### config.mk
export PLATFORM = sky130hd
export DESIGN_NAME = pad_config_freq_status_regs
export DESIGN_NICKNAME = d
export VERILOG_FILES = /design/src/core/pad_config_freq_status_regs.v
export VERILOG_INCLUDE_DIRS = /design/src /design/src/pkg
export SDC_FILE = /design/constraint.sdc
export NUM_CORES = 1
export LEC_CHECK = 0
export CAP_MARGIN = 30
export CORE_MARGIN = 5
export CORE_UTILIZATION = 45
export DETAILED_ROUTE_END_ITERATION = 10
export DONT_BUFFER_PORTS = 1
export GPL_ROUTABILITY_DRIVEN = 0
export GPL_TIMING_DRIVEN = 0
export PLACE_DENSITY = 0.64
export REMOVE_ABC_BUFFERS = 1
export SETUP_SLACK_MARGIN = 0.4
export SKIP_CTS_REPAIR_TIMING = 1
export SYNTH_ARGS = -nofsm -noshare
export SYNTH_HDL_FRONTEND = slang
export SYNTH_SLANG_ARGS = --single-unit
### constraint.sdc
create_clock -name hclk -period 5 [get_ports hclk]
set_input_delay 0.75 -clock hclk [delete_from_list [all_inputs] [get_ports hclk]]
set_output_delay 0.75 -clock hclk [all_outputs]
set_load 0.1 [all_outputs]
### src/pkg/pad_regs.vh
// Constants for the pad, frequency counter and status register bank.
// Operation
// - Global level driven when pin not GPIO; the code drives it only with global set to 01 out and pin not remote
// - Global 00 func, 10 tri, 01 out, 11 in
// - Per-pin GPIO setting overrides global setting
// - Local level driven when GPIO output, not remote
// - Pin 00 func, 10 tri, 01 out, 11 in
// - Far-end control bit makes pin remote output
// - Write starts window of value times 50ns
// - Read returns edges counted in last window
// - Counter saturates at 0xff
// - Status bit 5 shows transmit dual link
// - Status bit 4 shows receive dual link
// - Status bit 3 shows audio PLL lock
// - Status bit 1 shows serial signal detected
// - Status bit 0 lock; dual needs both
// - Second port select steers pin-0 register
`ifndef PAD_REGS_VH
`define PAD_REGS_VH
`define IDX_GLOBAL_PAD      8'h1a
`define IDX_FREQ_COUNT      8'h1b
`define IDX_LINK_STATUS     8'h1c
`define IDX_PIN0_CONFIG     8'h1d
`define IDX_PORT_SELECT     8'h30
`define IDX_IRQ_STATUS      8'h31
`define IDX_IRQ_MASK        8'h32
`define GLOBAL_PAD_RESET    8'h00
`define GLOBAL_PAD_WMASK    8'hbb
`define PIN0_CFG_RESET      4'h3
`define SILICON_REVISION    4'h5
`define GLB_LEVEL_BIT       7
`define GLB_DIR_BIT         5
`define GLB_EN_BIT          4
`define PIN9_LEVEL_BIT      3
`define PIN9_DIR_BIT        1
`define PIN9_EN_BIT         0
`define PIN_LEVEL_BIT       3
`define PIN_REMOTE_BIT      2
`define PIN_DIR_BIT         1
`define PIN_EN_BIT          0
`define ST_TX_DUAL_BIT      5
`define ST_RX_DUAL_BIT      4
`define ST_AUDIO_LOCK_BIT   3
`define ST_SIGNAL_BIT       1
`define ST_LOCK_BIT         0
`define IRQ_COUNT_DONE_BIT  0
`define IRQ_LOCK_LOST_BIT   1
`define IRQ_SIGNAL_CHG_BIT  2
`define IRQ_WIDTH           3
`define OSC_PERIOD_NS       50
`define HCLK_PERIOD_NS      10
`define OSC_CYCLES          ((`OSC_PERIOD_NS + `HCLK_PERIOD_NS - 1) / `HCLK_PERIOD_NS)
`define OSC_DIV_LAST        3'h4
`define FREQ_MAX            8'hff
`define MODE_FUNC           2'b00
`define MODE_PIN_OUT        2'b01
`define MODE_TRISTATE       2'b10
`define MODE_PIN_IN         2'b11
`endif

### src/core/pad_config_freq_status_regs.v
// Pad configuration, pixel clock frequency counter and link status registers.
// Assumes an AHB-Lite master on hclk; all pad and status inputs are synchronous to hclk.
//
// Design decision made here: the AHB-Lite slave port.
`timescale 1ns/1ps
`default_nettype none
`include "pad_regs.vh"
module pad_config_freq_status_regs (
	input  wire        hclk,
	input  wire        hresetn,
	input  wire        hsel,
	input  wire [31:0] haddr,
	input  wire [1:0]  htrans,
	input  wire        hwrite,
	input  wire [2:0]  hsize,
	input  wire [31:0] hwdata,
	input  wire        hready,
	output reg  [31:0] hrdata,
	output reg         hreadyout,
	output reg         hresp,
	output reg         irq,
	input  wire        pixel_clk_edge,
	input  wire        tx_two_link_flag,
	input  wire        rx_two_link_flag,
	input  wire        audio_pll_locked,
	input  wire        signal_detected,
	input  wire        cdr_lock_ch0,
	input  wire        cdr_lock_ch1,
	input  wire        func_pin9,
	input  wire        func_pin0,
	input  wire        func_second_port_pin0,
	input  wire        remote_pin0,
	input  wire        remote_second_port_pin0,
	input  wire        pin9_in,
	input  wire        pin0_in,
	input  wire        second_port_pin0_in,
	output reg         pin9_out,
	output reg         pin9_oe_n,
	output reg         pin0_out,
	output reg         pin0_oe_n,
	output reg         second_port_pin0_out,
	output reg         second_port_pin0_oe_n,
	output reg  [2:0]  pad_in_levels
);
	// Pad decision: returns {drive level, output enable low}
	function [1:0] pad_drive;
		input       p_dir;
		input       p_en;
		input       p_level;
		input       p_remote;
		input       r_val;
		input       g_dir;
		input       g_en;
		input       g_level;
		input       f_val;
		reg   [1:0] mode;
		begin
			mode = {p_dir, p_en};
			if (p_remote) begin
				pad_drive = {r_val, 1'b0};
			end else if (p_en) begin
				// Pin GPIO setting wins over global
				if (mode == `MODE_PIN_OUT)
					pad_drive = {p_level, 1'b0};
				else
					pad_drive = 2'b01;
			end else if (g_en) begin
				if ({g_dir, g_en} == `MODE_PIN_OUT)
					pad_drive = {g_level, 1'b0};
				else
					pad_drive = 2'b01;
			end else if ({g_dir, g_en} == `MODE_TRISTATE || mode == `MODE_TRISTATE) begin
				pad_drive = 2'b01;
			end else begin
				pad_drive = {f_val, 1'b0};
			end
		end
	endfunction

	reg  [7:0]  global_pad_ff;
	reg  [3:0]  pin0_cfg_ff;
	reg  [3:0]  pin0b_cfg_ff;
	reg         port_sel_ff;
	reg  [7:0]  freq_count_ff;
	reg  [7:0]  window_ff;
	reg  [2:0]  osc_div_ff;
	reg         counting_ff;
	reg  [7:0]  status_ff;
	reg  [`IRQ_WIDTH-1:0] irq_status_ff;
	reg  [`IRQ_WIDTH-1:0] irq_mask_ff;
	reg         wr_pend_ff;
	reg  [7:0]  wr_idx_ff;

	reg  [7:0]  nxt_status;
	reg  [7:0]  rd_mux;
	reg  [`IRQ_WIDTH-1:0] nxt_irq_status;
	reg  [`IRQ_WIDTH-1:0] irq_events;
	reg  [1:0]  d9;
	reg  [1:0]  d0;
	reg  [1:0]  db;
	wire        addr_phase;
	wire [7:0]  addr_idx;
	wire        wr_now;
	wire        lock_now;
	wire [3:0]  sel_cfg;

	assign addr_phase = hsel && htrans[1] && hready;
	assign addr_idx   = haddr[9:2];
	assign wr_now     = wr_pend_ff;
	assign sel_cfg    = port_sel_ff ? pin0b_cfg_ff : pin0_cfg_ff;
	assign lock_now   = rx_two_link_flag ? (cdr_lock_ch0 && cdr_lock_ch1) : cdr_lock_ch0;

	// Live status image
	always @* begin
		nxt_status = 8'h00;
		nxt_status[`ST_TX_DUAL_BIT]    = tx_two_link_flag;
		nxt_status[`ST_RX_DUAL_BIT]    = rx_two_link_flag;
		nxt_status[`ST_AUDIO_LOCK_BIT] = audio_pll_locked;
		nxt_status[`ST_SIGNAL_BIT]     = signal_detected;
		nxt_status[`ST_LOCK_BIT]       = lock_now;
	end

	// Read data selection
	always @* begin
		rd_mux = 8'h00;
		case (addr_idx)
			`IDX_GLOBAL_PAD:  rd_mux = global_pad_ff & `GLOBAL_PAD_WMASK;
			`IDX_FREQ_COUNT:  rd_mux = freq_count_ff;
			`IDX_LINK_STATUS: rd_mux = status_ff;
			`IDX_PIN0_CONFIG: rd_mux = {`SILICON_REVISION, sel_cfg};
			`IDX_PORT_SELECT: rd_mux = {7'h00, port_sel_ff};
			`IDX_IRQ_STATUS:  rd_mux = {{(8-`IRQ_WIDTH){1'b0}}, irq_status_ff};
			`IDX_IRQ_MASK:    rd_mux = {{(8-`IRQ_WIDTH){1'b0}}, irq_mask_ff};
			default:          rd_mux = 8'h00;
		endcase
	end

	// Interrupt events; set wins over clear
	always @* begin
		irq_events = {`IRQ_WIDTH{1'b0}};
		irq_events[`IRQ_COUNT_DONE_BIT] = counting_ff && (window_ff == 8'h00);
		irq_events[`IRQ_LOCK_LOST_BIT]  = status_ff[`ST_LOCK_BIT] && !lock_now;
		irq_events[`IRQ_SIGNAL_CHG_BIT] = status_ff[`ST_SIGNAL_BIT] != signal_detected;
		nxt_irq_status = irq_status_ff;
		if (wr_now && wr_idx_ff == `IDX_IRQ_STATUS)
			nxt_irq_status = irq_status_ff & ~hwdata[`IRQ_WIDTH-1:0];
		nxt_irq_status = nxt_irq_status | irq_events;
	end

	// Pad decisions
	always @* begin
		// Pin 9 has no far-end control
		d9 = pad_drive(
			global_pad_ff[`PIN9_DIR_BIT],
			global_pad_ff[`PIN9_EN_BIT],
			global_pad_ff[`PIN9_LEVEL_BIT],
			1'b0,
			1'b0,
			global_pad_ff[`GLB_DIR_BIT],
			global_pad_ff[`GLB_EN_BIT],
			global_pad_ff[`GLB_LEVEL_BIT],
			func_pin9
		);
		// First port pin 0
		d0 = pad_drive(
			pin0_cfg_ff[`PIN_DIR_BIT],
			pin0_cfg_ff[`PIN_EN_BIT],
			pin0_cfg_ff[`PIN_LEVEL_BIT],
			pin0_cfg_ff[`PIN_REMOTE_BIT],
			remote_pin0,
			global_pad_ff[`GLB_DIR_BIT],
			global_pad_ff[`GLB_EN_BIT],
			global_pad_ff[`GLB_LEVEL_BIT],
			func_pin0
		);
		// Second port pin 0
		db = pad_drive(
			pin0b_cfg_ff[`PIN_DIR_BIT],
			pin0b_cfg_ff[`PIN_EN_BIT],
			pin0b_cfg_ff[`PIN_LEVEL_BIT],
			pin0b_cfg_ff[`PIN_REMOTE_BIT],
			remote_second_port_pin0,
			global_pad_ff[`GLB_DIR_BIT],
			global_pad_ff[`GLB_EN_BIT],
			global_pad_ff[`GLB_LEVEL_BIT],
			func_second_port_pin0
		);
	end

	// Bus slave and register writes
	always @(posedge hclk or negedge hresetn) begin
		if (!hresetn) begin
			hrdata        <= 32'h00000000;
			hreadyout     <= 1'b0;
			hresp         <= 1'b0;
			wr_pend_ff    <= 1'b0;
			wr_idx_ff     <= 8'h00;
			global_pad_ff <= `GLOBAL_PAD_RESET;
			pin0_cfg_ff   <= `PIN0_CFG_RESET;
			pin0b_cfg_ff  <= `PIN0_CFG_RESET;
			port_sel_ff   <= 1'b0;
			irq_mask_ff   <= {`IRQ_WIDTH{1'b0}};
		end else begin
			hreadyout  <= 1'b1;
			hresp      <= 1'b0;
			wr_pend_ff <= addr_phase && hwrite;
			if (addr_phase)
				wr_idx_ff <= addr_idx;
			if (addr_phase && !hwrite)
				hrdata <= {24'h000000, rd_mux};
			if (wr_now) begin
				case (wr_idx_ff)
					`IDX_GLOBAL_PAD:  global_pad_ff <= hwdata[7:0] & `GLOBAL_PAD_WMASK;
					`IDX_PIN0_CONFIG: begin
						if (port_sel_ff)
							pin0b_cfg_ff <= hwdata[3:0];
						else
							pin0_cfg_ff <= hwdata[3:0];
					end
					`IDX_PORT_SELECT: port_sel_ff <= hwdata[0];
					`IDX_IRQ_MASK:    irq_mask_ff <= hwdata[`IRQ_WIDTH-1:0];
					default:          ;
				endcase
			end
		end
	end

	// Frequency counter window in oscillator periods
	always @(posedge hclk or negedge hresetn) begin
		if (!hresetn) begin
			freq_count_ff <= 8'h00;
			window_ff     <= 8'h00;
			osc_div_ff    <= 3'h0;
			counting_ff   <= 1'b0;
		end else if (wr_now && wr_idx_ff == `IDX_FREQ_COUNT) begin
			freq_count_ff <= 8'h00;
			window_ff     <= hwdata[7:0];
			osc_div_ff    <= 3'h0;
			counting_ff   <= 1'b1;
		end else if (counting_ff) begin
			if (window_ff == 8'h00) begin
				counting_ff <= 1'b0;
			end else begin
				if (pixel_clk_edge && freq_count_ff != `FREQ_MAX)
					freq_count_ff <= freq_count_ff + 8'h01;
				if (osc_div_ff == `OSC_DIV_LAST) begin
					osc_div_ff <= 3'h0;
					window_ff  <= window_ff - 8'h01;
				end else begin
					osc_div_ff <= osc_div_ff + 3'h1;
				end
			end
		end
	end

	// Status, interrupt and pad outputs
	always @(posedge hclk or negedge hresetn) begin
		if (!hresetn) begin
			status_ff             <= 8'h00;
			irq_status_ff         <= {`IRQ_WIDTH{1'b0}};
			irq                   <= 1'b0;
			pin9_out              <= 1'b0;
			pin9_oe_n             <= 1'b1;
			pin0_out              <= 1'b0;
			pin0_oe_n             <= 1'b1;
			second_port_pin0_out  <= 1'b0;
			second_port_pin0_oe_n <= 1'b1;
			pad_in_levels         <= 3'h0;
		end else begin
			status_ff             <= nxt_status;
			irq_status_ff         <= nxt_irq_status;
			irq                   <= |(nxt_irq_status & irq_mask_ff);
			pin9_out              <= d9[1];
			pin9_oe_n             <= d9[0];
			pin0_out              <= d0[1];
			pin0_oe_n             <= d0[0];
			second_port_pin0_out  <= db[1];
			second_port_pin0_oe_n <= db[0];
			pad_in_levels         <= {second_port_pin0_in, pin0_in, pin9_in};
		end
	end
endmodule // pad_config_freq_status_regs
`default_nettype wire

==> flow_summary.json <==
{
  "layout_min_cycle_time_ns": 2.23,
  "crit_family": "simple AND/OR/NAND/NOR gates",
  "skew_ns": 0.00871,
  "tritoncts.num_buffers": 9,
  "ant_nets": 0,
  "clockRootBuffer": "clkbuf_8",
  "dieWidth_um": 101,
  "hpwlAfterDp_mm": 5.89,
  "crit_required_ns": 5.28,
  "setup.worst_path.start_class": "flop",
  "tightest_slew_ns": 0.917,
  "finalSetupTns_ns": 0,
  "fillerInstances": 770,
  "fin_hold_ws_ns": 0.0961,
  "synthSimpleGateAreaFrac": 0.165,
  "final-seq-area_um2": 1860,
  "synth_compound_area_frac": 0.119,
  "use_met2": 0.267,
  "final-setup-viol-count": 0,
  "power_density_nw_per_um2": 347,
  "cts_tree": "built",
  "cts_buffer_depth": 2,
  "dp_cells": 457,
  "io_buffer_count": 0,
  "worst-setup-path-type": "reg -> reg",
  "multi_input_area_um2": 1720,
  "antenna_cells": 0,
  "final.period_utilization": 0.446,
  "synth_top_family_by_area": "simple AND/OR/NAND/NOR gates",
  "grt_max_degree": 75,
  "dr_total_vias": 2578,
  "postSynthCellCount": 361,
  "synth_cell_types": 54,
  "dr.first_iter.drc_count": 93,
  "fmax_ghz": 0.448,
  "die_area_um2": 10300,
  "use_met3": 0.0523,
  "cpPeakStageDelay_ns": 0.70,
  "post_dp_cell_area_um2": 3770,
  "power_leakage_nw": 1.67,
  "grt.total_usage": 0.162,
  "yosys.area.top_type_share": 0.446,
  "synth_mux_area_frac": 0.107,
  "path_cells": "or4_1, o31ai_4, nor2_2, mux2_4, o21ai_2",
  "ys_seq_area_frac": 0.495,
  "numClockSinks": 74,
  "coreArea_um2": 8180,
  "drv_cap": 0,
  "critical_path.slowest_cell": "or4_1",
  "ir_worst_vdd_uv": 139,
  "dr.pass1.iters": 4,
  "hold_violations": 0,
  "htree_levels": 3,
  "synthFlopType": "dfrtp_1",
  "grt_pass1_vias": 2531,
  "crit_fanout": 9,
  "syn_area_per_cell_um2": 10.4,
  "grt_pass1_wl_mm": 13.0,
  "ys_warn_count": 0,
  "ys_top_cells_by_area": "dfrtp_1 45%, mux2_2 8.7%, buf_4 5.0%",
  "top_usage_layer": "met2",
  "use_met1": 0.205,
  "crit_buf_inv": 0,
  "die-height_um": 101,
  "syn2layout_area_growth_pct": 6.09,
  "finalInstanceArea_um2": 3990,
  "grt-ovfl-total": 0,
  "utilization": 0.488,
  "ys_ff_latch": 74,
  "yosysTopAreaCell": "dfrtp_1",
  "outcome": "completed",
  "antenna_found_initial": 0,
  "synth_adder_area_share": 0.0133,
  "critPathCaptureType": "flop",
  "fin_nets": 456,
  "synth-edff-count": 0,
  "fin_cells": 473,
  "hp-class": "in -> async",
  "path_clk_slew_ns": 0.08,
  "relSlewSlack": 0.389,
  "netlist_area_um2": 3760,
  "report.final.slew_viol_count": 0,
  "drc": 0,
  "totalWireLength_mm": 8.13,
  "start_util": 0.460,
  "pin_count": 133,
  "synth_async_sr_flop_share": 1.00,
  "vias_per_cell": 5.45,
  "rsz0062_at_grt": "false",
  "cp_data_arrival_time_ns": 2.51,
  "routedWlPerCell_um": 17.2,
  "clk_latency_ns": 0.35,
  "rows": 33,
  "synth_xor_area_frac": 0.0256,
  "drive_above_1_share": 0.177
}
worst reg2reg max path: stages, from the launching register on:
cell,delay [ns]
dfrtp_1,0.44
or4_1,0.70
o31ai_4,0.49
nor2_2,0.12
mux2_4,0.32
o21ai_2,0.10
logic make-up after synthesis:
kind of cell             after synthesis
multiplexers                          36
flip-flops                            74
XOR/XNOR                              11
buffers and inverters                 48
adder cells (fa/ha/maj)                4
AO/OA/AOI/OAI                         68
AND/OR/NAND/NOR                      118
other                                  2
power by group:
group	switching (W)	total, W	internal, W	leakage (nW)
clock network	0.000232	0.000512	0.000280	0.105
registers	0.0000753	0.000712	0.000636	0.906
logic	0.000119	0.000163	0.0000442	0.662
total	0.000426	0.00139	0.000961	1.67
Yosys cell counts, drive strengths merged, types with 3 or more instances:
library cell   n
dfrtp         67
mux2          30
nand2         30
buf           27
o21ai         27
nor2          26
a21oi         17
inv           13
nor3          11
nand3         10
xnor2         10
clkbuf         8
nand2b         8
dfstp          7
a22oi          6
mux2i          6
nand4          5
nor3b          5
ha             4
nor2b          4
nor4           3
o311ai         3
o32ai          3
cells in the final DEF, fill, tap and decap left out, drive strengths merged, types with 9 or more instances in the layout:
master / netlist / layout
dfrtp: 67 / 67
nand2: 30 / 30
mux2: 30 / 30
o21ai: 27 / 27
conb: 2 / 26
nor2: 26 / 26
a21oi: 17 / 17
inv: 13 / 13
nor3: 11 / 11
xnor2: 10 / 10
nand3: 10 / 10
clkbuf: 8 / 9
final timing paths:
check	from	to	slack, ns	cells after the start
max in group asynchronous	hresetn	pin0_cfg_ff[0]	4.69	0
setup / recovery	window_ff[3]	window_ff[1]	2.77	5
hold / removal	hresetn	wr_idx_ff[6]	0.1	0
min in group hclk	second_port_pin0_in	pad_in_levels[2]	0.43	0
setup reg to reg	window_ff[3]	window_ff[1]	2.77	5
hold reg to reg	pin0_cfg_ff[2]	pin0_oe_n	0.46	1
per-layer routing:
metal | wire [um] | up-vias | share of wire
li1 | - | 1226 | -
met1 | 3480 | 1278 | 0.43
met2 | 4100 | 68 | 0.50
met3 | 493 | 6 | 0.061
met4 | 64 | 0 | 0.0079
met5 | 0 | - | 0
through the flow:
step                      worst slack (ns)  total power, W
after global routing                  2.65         0.00144
after CTS                             2.76         0.00140
after floorplan                       2.92        0.000861
after global placement                2.47        0.000880
final                                 2.77         0.00139
after detailed placement              2.77        0.000886
flip-flops by register name, summed over array words and instances (netlist names), 3 cells and up:
signal / count
freq_count_ff: 8
hrdata: 8
irq_status_ff: 3
pad_in_levels: 3
window_ff: 8
osc_div_ff: 3
pin0_cfg_ff: 4
status_ff: 5
irq_mask_ff: 3
pin0b_cfg_ff: 4
wr_idx_ff: 8
global_pad_ff: 6
area by class of cell:
cell class | count | area share
Clock buffer | 9 | 0.0310
Tap cell | 105 | 0.0329
Timing Repair Buffer | 2 | 0.00408
Multi-Input combinational cell | 263 | 0.430
Clock inverter | 7 | 0.0235
Inverter | 13 | 0.0122
Sequential cell | 74 | 0.466
Power figures use the tool's default switching activity.
